$ cat src/design/ovl_cfg_pkg.sv
package ovl_cfg_pkg;

  // Register byte addresses.
  localparam logic [11:0] START_OFS  = 12'h2B0;
  localparam logic [11:0] END_OFS    = 12'h2B4;
  localparam logic [11:0] FETCH_OFS  = 12'h2B8;
  localparam logic [11:0] ZOOM_OFS   = 12'h2BC;
  localparam logic [11:0] MINIFY_OFS = 12'h2C0;
  localparam logic [11:0] CSC1_OFS   = 12'h2C4;
  localparam logic [11:0] CSC2_OFS   = 12'h2C8;
  localparam logic [11:0] BUFSEL_OFS = 12'h298;

  // Field positions and widths.
  localparam int POS_W     = 11;
  localparam int X_LSB     = 16;
  localparam int Y_LSB     = 0;
  localparam int FETCH_W   = 10;
  localparam int FWIN_LSB  = 20;
  localparam int FALP_LSB  = 0;
  localparam int HZEN_BIT  = 31;
  localparam int HZF_LSB   = 16;
  localparam int HZF_W     = 11;
  localparam int VZEN_BIT  = 15;
  localparam int VZF_LSB   = 0;
  localparam int VZF_W     = 10;
  localparam int MIN_W     = 3;
  localparam int HMIN_LSB  = 24;
  localparam int VMIN_LSB  = 16;
  localparam int CHR_BIT   = 2;
  localparam int HINT_BIT  = 1;
  localparam int VINT_BIT  = 0;
  localparam int SD_BIT    = 31;
  localparam int HD_BIT    = 30;
  localparam int A_LSB     = 24;
  localparam int RCB_LSB   = 16;
  localparam int RCR_LSB   = 8;
  localparam int DHI_LSB   = 0;
  localparam int DLO_LSB   = 29;
  localparam int GCB_LSB   = 24;
  localparam int GCR_LSB   = 16;
  localparam int BCB_LSB   = 8;
  localparam int BCR_LSB   = 0;
  localparam int BSEL_LSB  = 24;

  // Reset values.
  localparam logic [1:0] BSEL_RST = 2'h3;
  localparam logic [2:0] MIN_NONE = 3'h0;

  typedef struct packed {
    logic [4:0]  a;
    logic [5:0]  rcb;
    logic [5:0]  rcr;
    logic [4:0]  gcb;
    logic [4:0]  gcr;
    logic [5:0]  bcb;
    logic [5:0]  bcr;
    logic [10:0] d;
  } coef_t;

  // Preset matrices in register field format.
  localparam coef_t SD_COEF = '{a: 5'h13, rcb: 6'h00, rcr: 6'h0D, gcb: 5'h13,
                                gcr: 5'h17, bcb: 6'h08, bcr: 6'h00, d: 11'h780};
  localparam coef_t HD_COEF = '{a: 5'h13, rcb: 6'h00, rcr: 6'h0F, gcb: 5'h12,
                                gcr: 5'h14, bcb: 6'h09, bcr: 6'h00, d: 11'h780};

  typedef struct packed {
    logic [7:0] y;
    logic [7:0] cb;
    logic [7:0] cr;
  } pix_t;

  typedef struct packed {
    logic [7:0] r;
    logic [7:0] g;
    logic [7:0] b;
  } rgb_t;

  typedef struct packed {
    logic [POS_W-1:0]   start_x;
    logic [POS_W-1:0]   start_y;
    logic [POS_W-1:0]   end_x;
    logic [POS_W-1:0]   end_y;
    logic [FETCH_W-1:0] fetch_win;
    logic [FETCH_W-1:0] fetch_alpha;
    logic               hz_en;
    logic [HZF_W-1:0]   hz_f;
    logic               vz_en;
    logic [VZF_W-1:0]   vz_f;
    logic [MIN_W-1:0]   hmin;
    logic [MIN_W-1:0]   vmin;
    logic               chroma_interp;
    logic               h_interp;
    logic               v_interp;
    logic               sd_en;
    logic               hd_en;
    coef_t              coef;
    logic [1:0]         bsel;
    logic               pready;
    logic               pslverr;
    logic [31:0]        prdata;
  } state_t;

  typedef struct packed {
    logic [2:0] shift;
    logic       reserved;
  } ratio_t;

endpackage : ovl_cfg_pkg

$ cat src/design/minify_ratio.sv
`timescale 1ns/1ps
`default_nettype none
module minify_ratio (
  input  wire logic                   pclk,
  input  wire logic                   presetn,
  input  wire logic [2:0]             code,
  output ovl_cfg_pkg::ratio_t         ratio_q
);

  ovl_cfg_pkg::ratio_t ratio_d;

  // Returns the power of two of the reduction, or flags the code.
  function automatic ovl_cfg_pkg::ratio_t decode(input logic [2:0] c);
    ovl_cfg_pkg::ratio_t r;
    r = '{shift: 3'h0, reserved: 1'b0};
    case (c)
      3'h0: r.shift = 3'h0;
      3'h1: r.shift = 3'h1;
      3'h3: r.shift = 3'h2;
      3'h5: r.shift = 3'h3;
      3'h7: r.shift = 3'h4;
      default: r.reserved = 1'b1;
    endcase
    return r;
  endfunction : decode

  always_comb begin
    ratio_d = decode(code);
  end

  always_ff @(posedge pclk or negedge presetn) begin
    if (!presetn) begin
      ratio_q <= '0;
    end else begin
      ratio_q <= ratio_d;
    end
  end

endmodule : minify_ratio
`default_nettype wire

$ cat src/design/csc_matrix.sv
`timescale 1ns/1ps
`default_nettype none
module csc_matrix (
  input  wire logic                pclk,
  input  wire logic                presetn,
  input  wire ovl_cfg_pkg::coef_t  coef,
  input  wire ovl_cfg_pkg::pix_t   pix,
  input  wire logic                pix_valid,
  output ovl_cfg_pkg::rgb_t        rgb_q,
  output logic                     rgb_valid_q
);

  typedef struct packed {
    ovl_cfg_pkg::rgb_t rgb;
    logic              valid;
  } cs_t;

  cs_t cs_q;
  cs_t cs_d;

  // Sign-magnitude coefficient times signed chroma, in 1/16 units.
  function automatic logic signed [20:0] smul(input logic sgn, input logic [4:0] mag,
                                              input logic signed [8:0] c,
                                              input logic [1:0] shl);
    logic signed [20:0] p;
    p = 21'(signed'({1'b0, mag}) * c) <<< shl;
    return sgn ? -p : p;
  endfunction : smul

  function automatic logic [7:0] clamp(input logic signed [20:0] s);
    logic signed [20:0] v;
    v = s >>> 4;
    if (v < 0) begin
      return 8'h00;
    end else if (v > 21'sd255) begin
      return 8'hFF;
    end
    return v[7:0];
  endfunction : clamp

  logic signed [8:0]  cb_s;
  logic signed [8:0]  cr_s;
  logic signed [20:0] luma;
  logic signed [20:0] off;

  always_comb begin
    cb_s = signed'({1'b0, pix.cb}) - 9'sd128;
    cr_s = signed'({1'b0, pix.cr}) - 9'sd128;
    // A has four fraction bits and is already in 1/16 units.
    luma = 21'(signed'({1'b0, coef.a}) * signed'({1'b0, pix.y}));
    off  = 21'(signed'(coef.d)) <<< 1;
    cs_d = cs_q;
    cs_d.valid = pix_valid;
    if (pix_valid) begin
      cs_d.rgb.r = clamp(luma + smul(coef.rcb[5], coef.rcb[4:0], cb_s, 2'h1)
                   + smul(coef.rcr[5], coef.rcr[4:0], cr_s, 2'h1) + off);
      cs_d.rgb.g = clamp(luma + smul(coef.gcb[4], {1'b0, coef.gcb[3:0]}, cb_s, 2'h1)
                   + smul(coef.gcr[4], {1'b0, coef.gcr[3:0]}, cr_s, 2'h1) + off);
      cs_d.rgb.b = clamp(luma + smul(coef.bcb[5], coef.bcb[4:0], cb_s, 2'h2)
                   + smul(coef.bcr[5], coef.bcr[4:0], cr_s, 2'h1) + off);
    end
  end

  always_ff @(posedge pclk or negedge presetn) begin
    if (!presetn) begin
      cs_q <= '0;
    end else begin
      cs_q <= cs_d;
    end
  end

  assign rgb_q       = cs_q.rgb;
  assign rgb_valid_q = cs_q.valid;

endmodule : csc_matrix
`default_nettype wire

$ cat src/design/overlay_window_scaler_csc_regs.sv
// Operation
// - Start register: horizontal start 26:16 in pixels, vertical start 10:0 in lines.
// - End register: horizontal end 26:16 in pixels, vertical end 10:0 in lines.
// - Window per-line fetch count comes from fetch register bits 29:20.
// - Alpha window per-line fetch count comes from fetch register bits 9:0.
// - Horizontal zoom applies only when bit 31 set; factor in 26:16.
// - Vertical zoom applies only when bit 15 set; factor in 9:0.
// - Horizontal minify 26:24: 000 none, 001/011/101/111 by 2/4/8/16.
// - Vertical minify 18:16 uses the same codes; others reserved.
// - Bit 2 chooses luma-only or all-component vertical interpolation.
// - Bit 1 chooses horizontal replication or interpolation.
// - Bit 0 chooses vertical replication or interpolation.
// - Conversion bit 31 picks standard preset, bit 30 high-definition preset.
// - Coefficient A is unsigned 1.4 in bits 28:24.
// - Red chroma coefficients are 6-bit sign-magnitude 2.3 values.
// - Offset D is 11-bit two's complement split over both registers.
// - Green chroma coefficients are 5-bit sign-magnitude 1.3 values.
// - Blue Cb coefficient is 6-bit sign-magnitude with two fraction bits.
// - Blue Cr coefficient is 6-bit sign-magnitude in bits 5:0.
// - Red is A times Y plus Cb and Cr terms plus D.
// - Green and blue use their own coefficients in the same form.
// - Two-bit interpolation buffer select, resets to 11.
`timescale 1ns/1ps
`default_nettype none
module overlay_window_scaler_csc_regs (
  input  wire logic                 pclk,
  input  wire logic                 presetn,
  input  wire logic                 psel,
  input  wire logic                 penable,
  input  wire logic                 pwrite,
  input  wire logic [11:0]          paddr,
  input  wire logic [31:0]          pwdata,
  output logic                      pready,
  output logic [31:0]               prdata,
  output logic                      pslverr,
  output logic [10:0]               win_start_x,
  output logic [10:0]               win_start_y,
  output logic [10:0]               win_end_x,
  output logic [10:0]               win_end_y,
  output logic [9:0]                win_fetch_count,
  output logic [9:0]                alpha_fetch_count,
  output logic                      h_zoom_en,
  output logic [10:0]               h_zoom_factor,
  output logic                      v_zoom_en,
  output logic [9:0]                v_zoom_factor,
  output ovl_cfg_pkg::ratio_t       h_minify,
  output ovl_cfg_pkg::ratio_t       v_minify,
  output logic                      chroma_interp,
  output logic                      h_interp,
  output logic                      v_interp,
  output logic [1:0]                interp_buf_sel,
  input  wire ovl_cfg_pkg::pix_t    pix,
  input  wire logic                 pix_valid,
  output ovl_cfg_pkg::rgb_t         rgb,
  output logic                      rgb_valid
);

  ovl_cfg_pkg::state_t st_q;
  ovl_cfg_pkg::state_t st_d;
  ovl_cfg_pkg::coef_t  coef_eff;
  logic                acc;

  function automatic logic mapped(input logic [11:0] a);
    case (a)
      ovl_cfg_pkg::START_OFS,
      ovl_cfg_pkg::END_OFS,
      ovl_cfg_pkg::FETCH_OFS,
      ovl_cfg_pkg::ZOOM_OFS,
      ovl_cfg_pkg::MINIFY_OFS,
      ovl_cfg_pkg::CSC1_OFS,
      ovl_cfg_pkg::CSC2_OFS,
      ovl_cfg_pkg::BUFSEL_OFS: return 1'b1;
      default: return 1'b0;
    endcase
  endfunction : mapped

  // Builds the read word; any bit not placed here reads as zero.
  function automatic logic [31:0] rd(input ovl_cfg_pkg::state_t s,
                                     input logic [11:0] a);
    logic [31:0] w;
    w = 32'h0000_0000;
    case (a)
      ovl_cfg_pkg::START_OFS: begin
        w[ovl_cfg_pkg::X_LSB +: ovl_cfg_pkg::POS_W] = s.start_x;
        w[ovl_cfg_pkg::Y_LSB +: ovl_cfg_pkg::POS_W] = s.start_y;
      end
      ovl_cfg_pkg::END_OFS: begin
        w[ovl_cfg_pkg::X_LSB +: ovl_cfg_pkg::POS_W] = s.end_x;
        w[ovl_cfg_pkg::Y_LSB +: ovl_cfg_pkg::POS_W] = s.end_y;
      end
      ovl_cfg_pkg::FETCH_OFS: begin
        w[ovl_cfg_pkg::FWIN_LSB +: ovl_cfg_pkg::FETCH_W] = s.fetch_win;
        w[ovl_cfg_pkg::FALP_LSB +: ovl_cfg_pkg::FETCH_W] = s.fetch_alpha;
      end
      ovl_cfg_pkg::ZOOM_OFS: begin
        w[ovl_cfg_pkg::HZEN_BIT] = s.hz_en;
        w[ovl_cfg_pkg::HZF_LSB +: ovl_cfg_pkg::HZF_W] = s.hz_f;
        w[ovl_cfg_pkg::VZEN_BIT] = s.vz_en;
        w[ovl_cfg_pkg::VZF_LSB +: ovl_cfg_pkg::VZF_W] = s.vz_f;
      end
      ovl_cfg_pkg::MINIFY_OFS: begin
        w[ovl_cfg_pkg::HMIN_LSB +: ovl_cfg_pkg::MIN_W] = s.hmin;
        w[ovl_cfg_pkg::VMIN_LSB +: ovl_cfg_pkg::MIN_W] = s.vmin;
        w[ovl_cfg_pkg::CHR_BIT] = s.chroma_interp;
        w[ovl_cfg_pkg::HINT_BIT] = s.h_interp;
        w[ovl_cfg_pkg::VINT_BIT] = s.v_interp;
      end
      ovl_cfg_pkg::CSC1_OFS: begin
        w[ovl_cfg_pkg::SD_BIT] = s.sd_en;
        w[ovl_cfg_pkg::HD_BIT] = s.hd_en;
        w[ovl_cfg_pkg::A_LSB +: 5] = s.coef.a;
        w[ovl_cfg_pkg::RCB_LSB +: 6] = s.coef.rcb;
        w[ovl_cfg_pkg::RCR_LSB +: 6] = s.coef.rcr;
        w[ovl_cfg_pkg::DHI_LSB +: 8] = s.coef.d[10:3];
      end
      ovl_cfg_pkg::CSC2_OFS: begin
        w[ovl_cfg_pkg::DLO_LSB +: 3] = s.coef.d[2:0];
        w[ovl_cfg_pkg::GCB_LSB +: 5] = s.coef.gcb;
        w[ovl_cfg_pkg::GCR_LSB +: 5] = s.coef.gcr;
        w[ovl_cfg_pkg::BCB_LSB +: 6] = s.coef.bcb;
        w[ovl_cfg_pkg::BCR_LSB +: 6] = s.coef.bcr;
      end
      ovl_cfg_pkg::BUFSEL_OFS: begin
        w[ovl_cfg_pkg::BSEL_LSB +: 2] = s.bsel;
      end
      default: w = 32'h0000_0000;
    endcase
    return w;
  endfunction : rd

  always_comb begin
    st_d = st_q;
    // The slave inserts one wait state so that pready and prdata
    // can both come straight from flip-flops.
    acc = psel && penable;
    st_d.pready  = acc && !st_q.pready;
    st_d.pslverr = 1'b0;
    if (acc && !st_q.pready) begin
      st_d.prdata  = rd(st_q, paddr);
      st_d.pslverr = !mapped(paddr);
    end
    // Writes land only on the completing edge; reserved bits are dropped.
    if (acc && st_q.pready && pwrite) begin
      case (paddr)
        ovl_cfg_pkg::START_OFS: begin
          st_d.start_x = pwdata[ovl_cfg_pkg::X_LSB +: ovl_cfg_pkg::POS_W];
          st_d.start_y = pwdata[ovl_cfg_pkg::Y_LSB +: ovl_cfg_pkg::POS_W];
        end
        ovl_cfg_pkg::END_OFS: begin
          st_d.end_x = pwdata[ovl_cfg_pkg::X_LSB +: ovl_cfg_pkg::POS_W];
          st_d.end_y = pwdata[ovl_cfg_pkg::Y_LSB +: ovl_cfg_pkg::POS_W];
        end
        ovl_cfg_pkg::FETCH_OFS: begin
          st_d.fetch_win   = pwdata[ovl_cfg_pkg::FWIN_LSB +: ovl_cfg_pkg::FETCH_W];
          st_d.fetch_alpha = pwdata[ovl_cfg_pkg::FALP_LSB +: ovl_cfg_pkg::FETCH_W];
        end
        ovl_cfg_pkg::ZOOM_OFS: begin
          st_d.hz_en = pwdata[ovl_cfg_pkg::HZEN_BIT];
          st_d.hz_f  = pwdata[ovl_cfg_pkg::HZF_LSB +: ovl_cfg_pkg::HZF_W];
          st_d.vz_en = pwdata[ovl_cfg_pkg::VZEN_BIT];
          st_d.vz_f  = pwdata[ovl_cfg_pkg::VZF_LSB +: ovl_cfg_pkg::VZF_W];
        end
        ovl_cfg_pkg::MINIFY_OFS: begin
          st_d.hmin = pwdata[ovl_cfg_pkg::HMIN_LSB +: ovl_cfg_pkg::MIN_W];
          st_d.vmin = pwdata[ovl_cfg_pkg::VMIN_LSB +: ovl_cfg_pkg::MIN_W];
          st_d.chroma_interp = pwdata[ovl_cfg_pkg::CHR_BIT];
          st_d.h_interp = pwdata[ovl_cfg_pkg::HINT_BIT];
          st_d.v_interp = pwdata[ovl_cfg_pkg::VINT_BIT];
        end
        ovl_cfg_pkg::CSC1_OFS: begin
          st_d.sd_en = pwdata[ovl_cfg_pkg::SD_BIT];
          st_d.hd_en = pwdata[ovl_cfg_pkg::HD_BIT];
          st_d.coef.a  = pwdata[ovl_cfg_pkg::A_LSB +: 5];
          st_d.coef.rcb = pwdata[ovl_cfg_pkg::RCB_LSB +: 6];
          st_d.coef.rcr = pwdata[ovl_cfg_pkg::RCR_LSB +: 6];
          st_d.coef.d[10:3] = pwdata[ovl_cfg_pkg::DHI_LSB +: 8];
        end
        ovl_cfg_pkg::CSC2_OFS: begin
          st_d.coef.d[2:0] = pwdata[ovl_cfg_pkg::DLO_LSB +: 3];
          st_d.coef.gcb = pwdata[ovl_cfg_pkg::GCB_LSB +: 5];
          st_d.coef.gcr = pwdata[ovl_cfg_pkg::GCR_LSB +: 5];
          st_d.coef.bcb = pwdata[ovl_cfg_pkg::BCB_LSB +: 6];
          st_d.coef.bcr = pwdata[ovl_cfg_pkg::BCR_LSB +: 6];
        end
        ovl_cfg_pkg::BUFSEL_OFS: begin
          st_d.bsel = pwdata[ovl_cfg_pkg::BSEL_LSB +: 2];
        end
        default: st_d.bsel = st_q.bsel;
      endcase
    end
  end

  // A preset overrides the programmed matrix; standard wins if both are set.
  always_comb begin
    if (st_q.sd_en) begin
      coef_eff = ovl_cfg_pkg::SD_COEF;
    end else if (st_q.hd_en) begin
      coef_eff = ovl_cfg_pkg::HD_COEF;
    end else begin
      coef_eff = st_q.coef;
    end
  end

  always_ff @(posedge pclk or negedge presetn) begin
    if (!presetn) begin
      st_q      <= '0;
      st_q.bsel <= ovl_cfg_pkg::BSEL_RST;
      st_q.hmin <= ovl_cfg_pkg::MIN_NONE;
      st_q.vmin <= ovl_cfg_pkg::MIN_NONE;
    end else begin
      st_q <= st_d;
    end
  end

  minify_ratio u_hmin (
    .pclk    (pclk),
    .presetn (presetn),
    .code    (st_q.hmin),
    .ratio_q (h_minify)
  );

  minify_ratio u_vmin (
    .pclk    (pclk),
    .presetn (presetn),
    .code    (st_q.vmin),
    .ratio_q (v_minify)
  );

  csc_matrix u_csc (
    .pclk        (pclk),
    .presetn     (presetn),
    .coef        (coef_eff),
    .pix         (pix),
    .pix_valid   (pix_valid),
    .rgb_q       (rgb),
    .rgb_valid_q (rgb_valid)
  );

  // Interpolation on both overlay windows at large resolutions is
  // left to software; the select is passed through untouched.
  assign interp_buf_sel    = st_q.bsel;
  assign pready            = st_q.pready;
  assign prdata            = st_q.prdata;
  assign pslverr           = st_q.pslverr;
  assign win_start_x       = st_q.start_x;
  assign win_start_y       = st_q.start_y;
  assign win_end_x         = st_q.end_x;
  assign win_end_y         = st_q.end_y;
  assign win_fetch_count   = st_q.fetch_win;
  assign alpha_fetch_count = st_q.fetch_alpha;
  assign h_zoom_en         = st_q.hz_en;
  assign h_zoom_factor     = st_q.hz_f;
  assign v_zoom_en         = st_q.vz_en;
  assign v_zoom_factor     = st_q.vz_f;
  assign chroma_interp     = st_q.chroma_interp;
  assign h_interp          = st_q.h_interp;
  assign v_interp          = st_q.v_interp;

endmodule : overlay_window_scaler_csc_regs
`default_nettype wire

$ cat config.mk
export PLATFORM = sky130hd
export DESIGN_NAME = overlay_window_scaler_csc_regs
export DESIGN_NICKNAME = d
export VERILOG_FILES = /design/src/design/ovl_cfg_pkg.sv /design/src/design/minify_ratio.sv /design/src/design/csc_matrix.sv /design/src/design/overlay_window_scaler_csc_regs.sv
export SDC_FILE = /design/constraint.sdc
export NUM_CORES = 1
export LEC_CHECK = 0
export ABC_AREA = 1
export BUFFER_PORTS_ARGS = -buffer_cell sky130_fd_sc_hd__buf_2
export CAP_MARGIN = 20
export CORE_MARGIN = 1.5
export CORE_UTILIZATION = 46
export CTS_CLUSTER_DIAMETER = 200
export DETAILED_ROUTE_END_ITERATION = 12
export PLACE_DENSITY_LB_ADDON = 0.3
export SLEW_MARGIN = 10
export SYNTH_ARGS = -nofsm -noshare
export SYNTH_HDL_FRONTEND = slang
export SYNTH_SLANG_ARGS = --single-unit
$ cat constraint.sdc
create_clock -name pclk -period 8.3 [get_ports pclk]
set_input_delay 1.66 -clock pclk [delete_from_list [all_inputs] [get_ports pclk]]
set_output_delay 1.66 -clock pclk [all_outputs]
set_load 0.03 [all_outputs]
==> results of run 1 <==
metal layers:
metal	global-route usage	routed length, um
met5	0	52
met4	0.0582	1820
met3	0.0338	4440
met2	0.416	35100
met1	0.342	35100
kinds of logic (layout without fill, tap and decap cells):
family | Yosys count | in the layout
mux | 1 | 1
fa+ha+maj | 501 | 501
compound gates | 497 | 497
xor+xnor | 157 | 157
buf+inv | 943 | 1374
other cells | 1 | 3
flops | 216 | 216
simple gates | 1449 | 1449
layout by cell type, fill, tap and decap left out, types with 137 or more instances in the layout:
| master | n |
|---|---|
| nor2_1 | 402 |
| inv_1 | 740 |
| buf_2 | 229 |
| dfrtp_1 | 214 |
| o21ai_0 | 224 |
| ha_1 | 252 |
| nand2_1 | 773 |
| buf_4 | 346 |
| nand3_1 | 137 |
| fa_1 | 247 |
critical path: cells and delay by family:
family	cells	cell delay, ns
simple gates	18	2.22
buf+inv	6	0.77
compound gates	3	0.68
xor+xnor	1	0.23
fa+ha+maj	8	2.73
worst min-delay path by stage:
stage,startpoint,to,cells after the start
final,u_csc.rgb_q[1],u_csc.rgb_q[1],2
after global routing,prdata[24],prdata[24],2
after CTS,u_csc.rgb_q[21],u_csc.rgb_q[21],2
after detailed placement,u_csc.rgb_q[21],u_csc.rgb_q[21],2
after global placement,u_csc.rgb_q[21],u_csc.rgb_q[21],2
after floorplan,st_q[94],u_hmin.ratio_q[0],1
cell usage after synthesis (all sizes together) (5+ instances only):
cell type / number / share of area
xnor2: 57 / 0.018
a22o: 8 / 0.0025
buf: 128 / 0.034
clkbuf: 61 / 0.0082
a31oi: 7 / 0.0016
o31ai: 7 / 0.0019
fa: 247 / 0.18
nand4: 25 / 0.0056
dfrtp: 214 / 0.19
nand3: 145 / 0.027
nor3: 35 / 0.0065
a221oi: 16 / 0.0050
nand3b: 11 / 0.0030
a21boi: 7 / 0.0019
o311ai: 5 / 0.0016
o21ai: 239 / 0.043
a21o: 12 / 0.0032
nand2: 800 / 0.11
o21bai: 11 / 0.0030
o21a: 6 / 0.0016
o22ai: 10 / 0.0023
a21oi: 134 / 0.024
nor2: 415 / 0.057
inv: 751 / 0.10
a32o: 5 / 0.0018
xor2: 100 / 0.032
o211ai: 19 / 0.0051
ha: 254 / 0.11
area by class of cell:
class,instances,area [um^2]
clock buffers,26,618
flip-flops and latches,216,5410
repair buffers,576,3760
well taps,773,967
fillers,5693,27000
clock inverters,18,188
diodes,2,5.00
multi-input cells,2606,18500
inverters,754,2840
through the flow:
step / hold slack, ns / setup WS [ns]
final: 0.474 / 0.436
after global routing: 0.507 / -0.0220
after CTS: 0.480 / 0.202
after detailed placement: 0.464 / -0.383
after global placement: 0.461 / -0.201
after floorplan: 0.448 / 0.235
sequential cells by signal, indices dropped and copies added (netlist names):
| name | flops |
|---|---|
| h_interp | 1 |
| chroma_interp | 1 |
| v_zoom_factor | 10 |
| u_vmin.ratio_q | 4 |
| win_end_x | 11 |
| alpha_fetch_count | 10 |
| v_zoom_en | 1 |
| st_q | 58 |
| pready | 1 |
| prdata | 31 |
| win_end_y | 11 |
| v_interp | 1 |
| h_zoom_en | 1 |
| win_start_y | 11 |
| u_hmin.ratio_q | 4 |
| win_start_x | 11 |
| u_csc.rgb_q | 24 |
| pslverr | 1 |
| interp_buf_sel | 2 |
| u_csc.rgb_valid_q | 1 |
| h_zoom_factor | 11 |
| win_fetch_count | 10 |
what timing repair did:
item                                    CTS  global route
gates resized for setup                   0            47
endpoints found under the setup margin    0            24
endpoints found under the hold margin     0             0
buffers inserted                          0             6
power by group:
part	leakage, nW	switching (mW)	internal (mW)	total (mW)
clock network	0.399	0.474	0.612	1.09
logic	15.2	0.145	0.0631	0.209
registers	2.98	0.00984	1.07	1.08
==> results.toml, run 1 <==
[synthesis]
synth_xor_area_frac = 0.0501
ys_seq_area_frac = 0.195
synth_fp_nets = 4340
synth_edf_count = 0
synth_area_um2 = 27800
async_reset_ff_frac = 1.00
ys.flop_type = "dfrtp_1"
synth_adder_area_share = 0.293
yosys_register_bits = 216
synthMuxAreaShare = 0.000406
syn_area_per_cell_um2 = 7.37
synth-compound-area-share = 0.102
synth_cells = 3765
yosys.area_share.simple = 0.215
synth_cell_types = 61
synth_top_family_by_area = "adder cells"
ys.warnings.count = 0

[critical_path]
worst_path_max_delay_cell = "fa_1"
timing.rr.start = "st_q[87]"
end_kind = "flip-flop"
r2r_slack_ns = 0.62
reg2reg_to = "u_csc.rgb_q[5]"
timing.critical_path.mode_cell = "nand2_1"
crit_end = "u_csc.rgb_q[17]"
cp_max_fo = 7
cpPeakStageDelay_ns = 0.51
reg2reg_depth = 37
crit_start = "pix[3]"
required_ns = 8.74
worstPathArrival_ns = 8.30
timing_worst_setup_path_type = "in -> reg"
setup.worst_path.start_class = "input pin"

[detailed_routing]
first_iter_violations = 1598
avgRoutedWirePerCell_um = 15.4
drc = 0
ant_nets = 0
dr_total_vias = 24748
viasPerCell = 4.98
totalWireLength_um = 76600
drt-pass1-iter-count = 6

[power]
power.total_mw = 2.37
p_leak_nw = 18.6
ir_drop_v = 0.000129
p_per_area_nw_per_um2 = 73.4

[sta]
hold_viol_final = 0
period_needed_ns = 7.86
max_slew_margin = 0.313
skew_ns = 0.0181
period_share = 0.947
final-setup-viol-count = 0
drv_slew = 0
setup_tns_ns = 0
fmax_mhz = 127
worst_slew_pin_slew_ns = 1.03

[placed_design]
dp.cells = 4919
gp_congestion = 0.915
dp_hpwl_um = 64100
dpl-instance-area_um2 = 31300
port_buffers = 230

[run_status]
status = "finished, final reports clean"

[floorplanning]
ioPinCount = 233
rows = 89
die_y_um = 249
start_util = 0.468
die_w_um = 249
die_area_um2 = 61800
coreArea_um2 = 59400

[worst_hold_path]
min_path_type = "reg -> reg"

[clocking]
cts_tree = "yes"
insertion_delay_ns = 0.57
cts.hold.buffers_added = 0
cts_sinks = 216
ctsRootBufferMaster = "clkbuf_16"
htree_levels = 1
path_clk_slew_ns = 0.06
clk_path_buf_depth = 3
cts_buffers = 24

[cells_and_area]
final_util = 0.545
synthToLayoutAreaGrowth_pct = 16.4
fin_area_um2 = 32300
stdcell_count = 4971
drive_above_1_share = 0.172
final_nets = 4753

[grt]
grt_pass1_wl_um = 125000
antenna_found_initial = 5
overflow = 0
grt_pass1_vias = 24076
grt_max_degree = 79
gr-usage-all-layers = 0.249

[flow_run]
cap_viol_max_count = 0
(Power assumes the default switching activity.)
==> run 2: changes to the inputs <==
- BUFFER_PORTS_ARGS: -buffer_cell sky130_fd_sc_hd__buf_2 -> -buffer_cell sky130_fd_sc_hd__buf_4
- CTS_BUF_LIST: not set -> sky130_fd_sc_hd__clkbuf_16
==> run 2 against run 1 <==
- clock-buffer cell count decreased by 2
- total power rose by 0.45%
- sequential power about the same
- critical path depth is 2 lower
- first-iteration DRC count up 1.7%
- cell area increased by 1.3%
- largest cell class unchanged
==> results.toml, run 2 (synthesized netlist as in run 1, its figures left out) <==
[run_status]
status = "finished, final reports clean"

[critical_path]
setup.worst_path.start_class = "input pin"
cp_max_fo = 9
timing_worst_setup_path_type = "in -> reg"
end_kind = "flip-flop"
worst_path_max_delay_cell = "fa_1"
required_ns = 8.73
cpPeakStageDelay_ns = 0.61
timing.critical_path.mode_cell = "nand2_1"
worstPathArrival_ns = 8.33

[cells_and_area]
final_common_cell = "nand2_1"
final_nets = 4725
fillers = 5678
diodes = 0
regArea_um2 = 5410
synthToLayoutAreaGrowth_pct = 18.0
final_cell_mix = "775 x nand2_1, 744 x inv_1, 541 x buf_4"
multi_input_area_um2 = 18600
largest-register = "st_q"
drive_above_1_share = 0.163
largest_reg_flops = 58

[flow_run]
cap_viol_max_count = 0

[detailed_routing]
avgRoutedWirePerCell_um = 15.6
viasPerCell = 4.99
drt-pass1-iter-count = 5
drc = 0
totalWireLength_um = 77200
dr_total_vias = 24668
ant_nets = 0
first_iter_violations = 1625

[grt]
grt_pass1_wl_um = 125000
grt_max_degree = 191
gr-usage-all-layers = 0.251
overflow = 0
grt_pass1_vias = 23899
antenna_found_initial = 0

[clocking]
cts_tree = "yes"
cts.hold.buffers_added = 0
ctsRootBufferMaster = "clkbuf_16"
cts_buffers = 24
htree_levels = 1
insertion_delay_ns = 0.56
clk_path_buf_depth = 3
path_clk_slew_ns = 0.06
cts_sinks = 216

[power]
p_per_area_nw_per_um2 = 72.8
power.total_mw = 2.38
ir_drop_v = 0.000152
p_leak_nw = 18.5

[sta]
fmax_mhz = 127
final-setup-viol-count = 0
fin_hold_ws_ns = 0.481
setup_tns_ns = 0
hold_viol_final = 0
skew_ns = 0.0152
period_share = 0.952
max_slew_margin = 0.337
drv_slew = 0
period_needed_ns = 7.90
worst_slew_pin_slew_ns = 0.994

[placed_design]
port_buffers = 230
dp_hpwl_um = 64500
gp_congestion = 0.918

[worst_hold_path]
min_path_type = "reg -> reg"

[floorplanning]
rows = 89
die_y_um = 249
coreArea_um2 = 59400
ioPinCount = 233
start_util = 0.468
die_w_um = 249
die_area_um2 = 61800
[run 2: power by group]
group | internal [mW] | switching [mW]
sequential | 1.07 | 0.0100
clock | 0.621 | 0.456
combinational | 0.0821 | 0.146
[run 2: path summary, 6_finish.rpt]
check / endpoint / start / depth (start not counted) / slack (ns)
min: u_csc.rgb_q[5] / u_csc.rgb_q[5] / 2 / 0.48
max in group asynchronous: prdata[19] / presetn / 2 / 6.10
max reg2reg: u_csc.rgb_q[0] / st_q[86] / 34 / 0.45
min reg2reg: u_csc.rgb_q[5] / u_csc.rgb_q[5] / 2 / 0.48
min in group asynchronous: prdata[27] / presetn / 1 / 0.95
max: u_csc.rgb_q[18] / pix[10] / 34 / 0.40
[run 2: metal layers]
| metal | track usage | wire length, um | up-vias |
|---|---|---|---|
| met1 | 0.346 | 35500 | 11568 |
| met5 | 0 | 0 | - |
| met2 | 0.414 | 35200 | 650 |
| met3 | 0.0329 | 4310 | 105 |
| met4 | 0.0678 | 2200 | 0 |
| li1 | - | - | 12345 |
[run 2: per-stage QoR]
step	setup slack (ns)	instances	cell area, um^2	utilization
finish	0.397	4939	32800	0.552
CTS	0.297	4932	32500	0.548
floorplan	0.235	3765	27800	-
global placement	-0.232	4890	31700	0.535
global route	-0.0334	4939	32800	0.552
detailed placement	-0.269	4890	31700	0.535
[run 2: final cells by class]
class / count / share of cell area
Tap cell: 773 / 0.0295
Clock inverter: 18 / 0.00573
Timing Repair Buffer: 548 / 0.128
Sequential cell: 216 / 0.165
Inverter: 754 / 0.0869
Clock buffer: 24 / 0.0183
Multi-Input combinational cell: 2606 / 0.566
[run 2: worst max-delay path: cells and delay by family]
kind / cells / cell delay [ns]
adder cells (fa/ha/maj): 7 / 3.28
AND/OR/NAND/NOR: 14 / 1.36
AO/OA/AOI/OAI: 5 / 1.02
buffers and inverters: 7 / 0.82
XOR/XNOR: 1 / 0.18
[run 2: repair_timing]
| item | 4_1_cts | 5_1_grt |
|---|---|---|
| endpoints found under the setup margin | 0 | 24 |
| endpoints found under the hold margin | 0 | 0 |
| buffers inserted | 0 | 7 |
| gates resized for setup | 0 | 42 |
==> run 3: changes to the inputs <==
- clock period: 8.3 -> 6.9 ns (I/O delays scaled with it)
==> run 3 against run 2 <==
- the flow now finishes with violations (negative setup slack)
- cell area up 14%
- sequential power up 20%
- non-clock buffer count up 289
- register-to-register slack worse by 0.71 ns
- worst setup slack worse by 0.67 ns
- cell count up 5.9%
- total power up 16%
- clock power up 6%
- critical path type unchanged
==> results.toml, run 3 (synthesized netlist as in run 1, its figures left out) <==
[run_status]
status = "complete, but fails checks"
violations = "negative setup slack"

[clocking]
insertion_delay_ns = 0.56
ctsRootBufferMaster = "clkbuf_16"
cts_sinks = 216
clk_path_buf_depth = 3
cts_buffers = 23
path_clk_slew_ns = 0.06
htree_levels = 1
cts_tree = "yes"

[power]
p_per_area_nw_per_um2 = 73.6
power.total_mw = 2.75
ir_drop_v = 0.000132
p_leak_nw = 20.2

[worst_hold_path]
min_to = "u_csc.rgb_q[4]"
hp-start = "u_csc.rgb_q[4]"
min_path_type = "reg -> reg"
hold_path_depth = 2

[critical_path]
timing_worst_setup_path_type = "in -> reg"
end_kind = "flip-flop"
reg2reg_depth = 37
required_ns = 7.32
worst_path_max_delay_cell = "fa_1"
worstPathArrival_ns = 7.59
r2r_slack_ns = -0.26
setup.worst_path.start_class = "input pin"
reg2reg_to = "u_csc.rgb_q[4]"
cp_max_fo = 5
timing.rr.start = "st_q[87]"
cpPeakStageDelay_ns = 0.57

[detailed_routing]
viasPerCell = 5.02
ant_nets = 0
avgRoutedWirePerCell_um = 16.0
drt-pass1-iter-count = 6
totalWireLength_um = 83500
first_iter_violations = 1740
dr_total_vias = 26271
drc = 0

[sta]
period_needed_ns = 7.17
skew_ns = 0.0183
final-setup-viol-count = 24
max_slew_margin = 0.300
worst_slew_pin_slew_ns = 1.05
fmax_mhz = 139
hold_viol_final = 0
period_share = 1.04
drv_slew = 0
rsz0062_at_grt = "yes"
fin_ws_ns = -0.269

[grt]
grt_pass1_wl_um = 131000
gr-usage-all-layers = 0.261
antenna_found_initial = 1
grt_max_degree = 191
overflow = 0
grt_pass1_vias = 25476

[floorplanning]
die_w_um = 249
coreArea_um2 = 59400
start_util = 0.468
die_area_um2 = 61800
rows = 89
ioPinCount = 233
die_y_um = 249

[placed_design]
dp.cells = 5108
port_buffers = 230
dp_hpwl_um = 66600
gp_congestion = 0.946

[cells_and_area]
final_common_cell = "buf_4"
synthToLayoutAreaGrowth_pct = 34.8
largest_reg_flops = 58
drive_above_1_share = 0.307
largest-register = "st_q"
fillers = 4998
stdcell_count = 5232
final_cell_mix = "799 x buf_4, 701 x nand2_1, 687 x inv_1"
regArea_um2 = 5410
final_nets = 5017
multi_input_area_um2 = 20800

[flow_run]
cap_viol_max_count = 0
run 3: changes by cell type in the layout (fill, tap and decap cells not counted), moves of 28 or more:
| cell | previous run | this run |
|---|---|---|
| buf_4 | 541 | 799 |
| nor2_1 | 403 | 323 |
| nand2_1 | 775 | 701 |
| nand2_2 | 18 | 82 |
| ha_1 | 251 | 193 |
| ha_4 | 1 | 59 |
| inv_1 | 744 | 687 |
| inv_2 | 6 | 52 |
| a21oi_1 | 124 | 80 |
| nor2_2 | 11 | 52 |
| nor2_4 | 1 | 40 |
| a21oi_2 | 10 | 38 |
run 3: metrics by stage:
step | util | setup TNS (ns) | hold WS (ns) | cell area [um^2] | setup slack, ns
after floorplan | - | -5.56 | 0.448 | 28800 | -0.331
after global placement | 0.576 | -19.21 | 0.460 | 34200 | -0.872
after detailed placement | 0.576 | -21.11 | 0.470 | 34200 | -0.941
after CTS | 0.605 | -3.24 | 0.479 | 35900 | -0.201
after global routing | 0.630 | -12.47 | 0.505 | 37400 | -0.597
final | 0.630 | -5.26 | 0.476 | 37400 | -0.269
run 3: routing by layer:
metal | track usage | share of wire | vias to the layer above
met5 | 0 | 0 | -
met4 | 0.0754 | 0.033 | 0
met3 | 0.0372 | 0.062 | 145
met2 | 0.443 | 0.47 | 778
met1 | 0.346 | 0.43 | 12412
li1 | - | - | 12936
run 3: worst max-delay path, delay by kind of cell:
| family | cells | cell delay, ns |
|---|---|---|
| fa+ha+maj | 7 | 3.17 |
| compound gates | 6 | 0.99 |
| simple gates | 9 | 0.90 |
| buf+inv | 9 | 0.75 |
| xor+xnor | 2 | 0.38 |
run 3: worst max path at each step:
stage | start | end
after floorplan | pix[9] | u_csc.rgb_q[10]
after global placement | pix[2] | u_csc.rgb_q[17]
after detailed placement | pix[2] | u_csc.rgb_q[17]
after CTS | st_q[87] | u_csc.rgb_q[4]
after global routing | pix[3] | u_csc.rgb_q[15]
final | pix[15] | u_csc.rgb_q[18]
run 3: area by class of cell:
cell class | instances | area share
sequential | 216 | 0.145
antenna | 1 | 0.0000669
tap | 773 | 0.0258
timing repair inverter | 3 | 0.000635
clock inverter | 18 | 0.00284
multi-input combinational | 2607 | 0.557
inverter | 754 | 0.0790
clock buffer | 23 | 0.0154
timing repair buffer | 837 | 0.175
run 3: where the power goes:
| group | switching [mW] | internal (mW) |
|---|---|---|
| logic | 0.190 | 0.113 |
| registers | 0.0118 | 1.28 |
| clock network | 0.540 | 0.612 |
run 3: what timing repair did:
| item | 4_1_cts | 5_1_grt |
|---|---|---|
| buffers inserted | 35 | 43 |
| hold buffers | 0 | 0 |
| pin swaps | 106 | 180 |
| gates resized for setup | 174 | 255 |
| gates cloned | 4 | 1 |
| endpoints found under the setup margin | 24 | 24 |
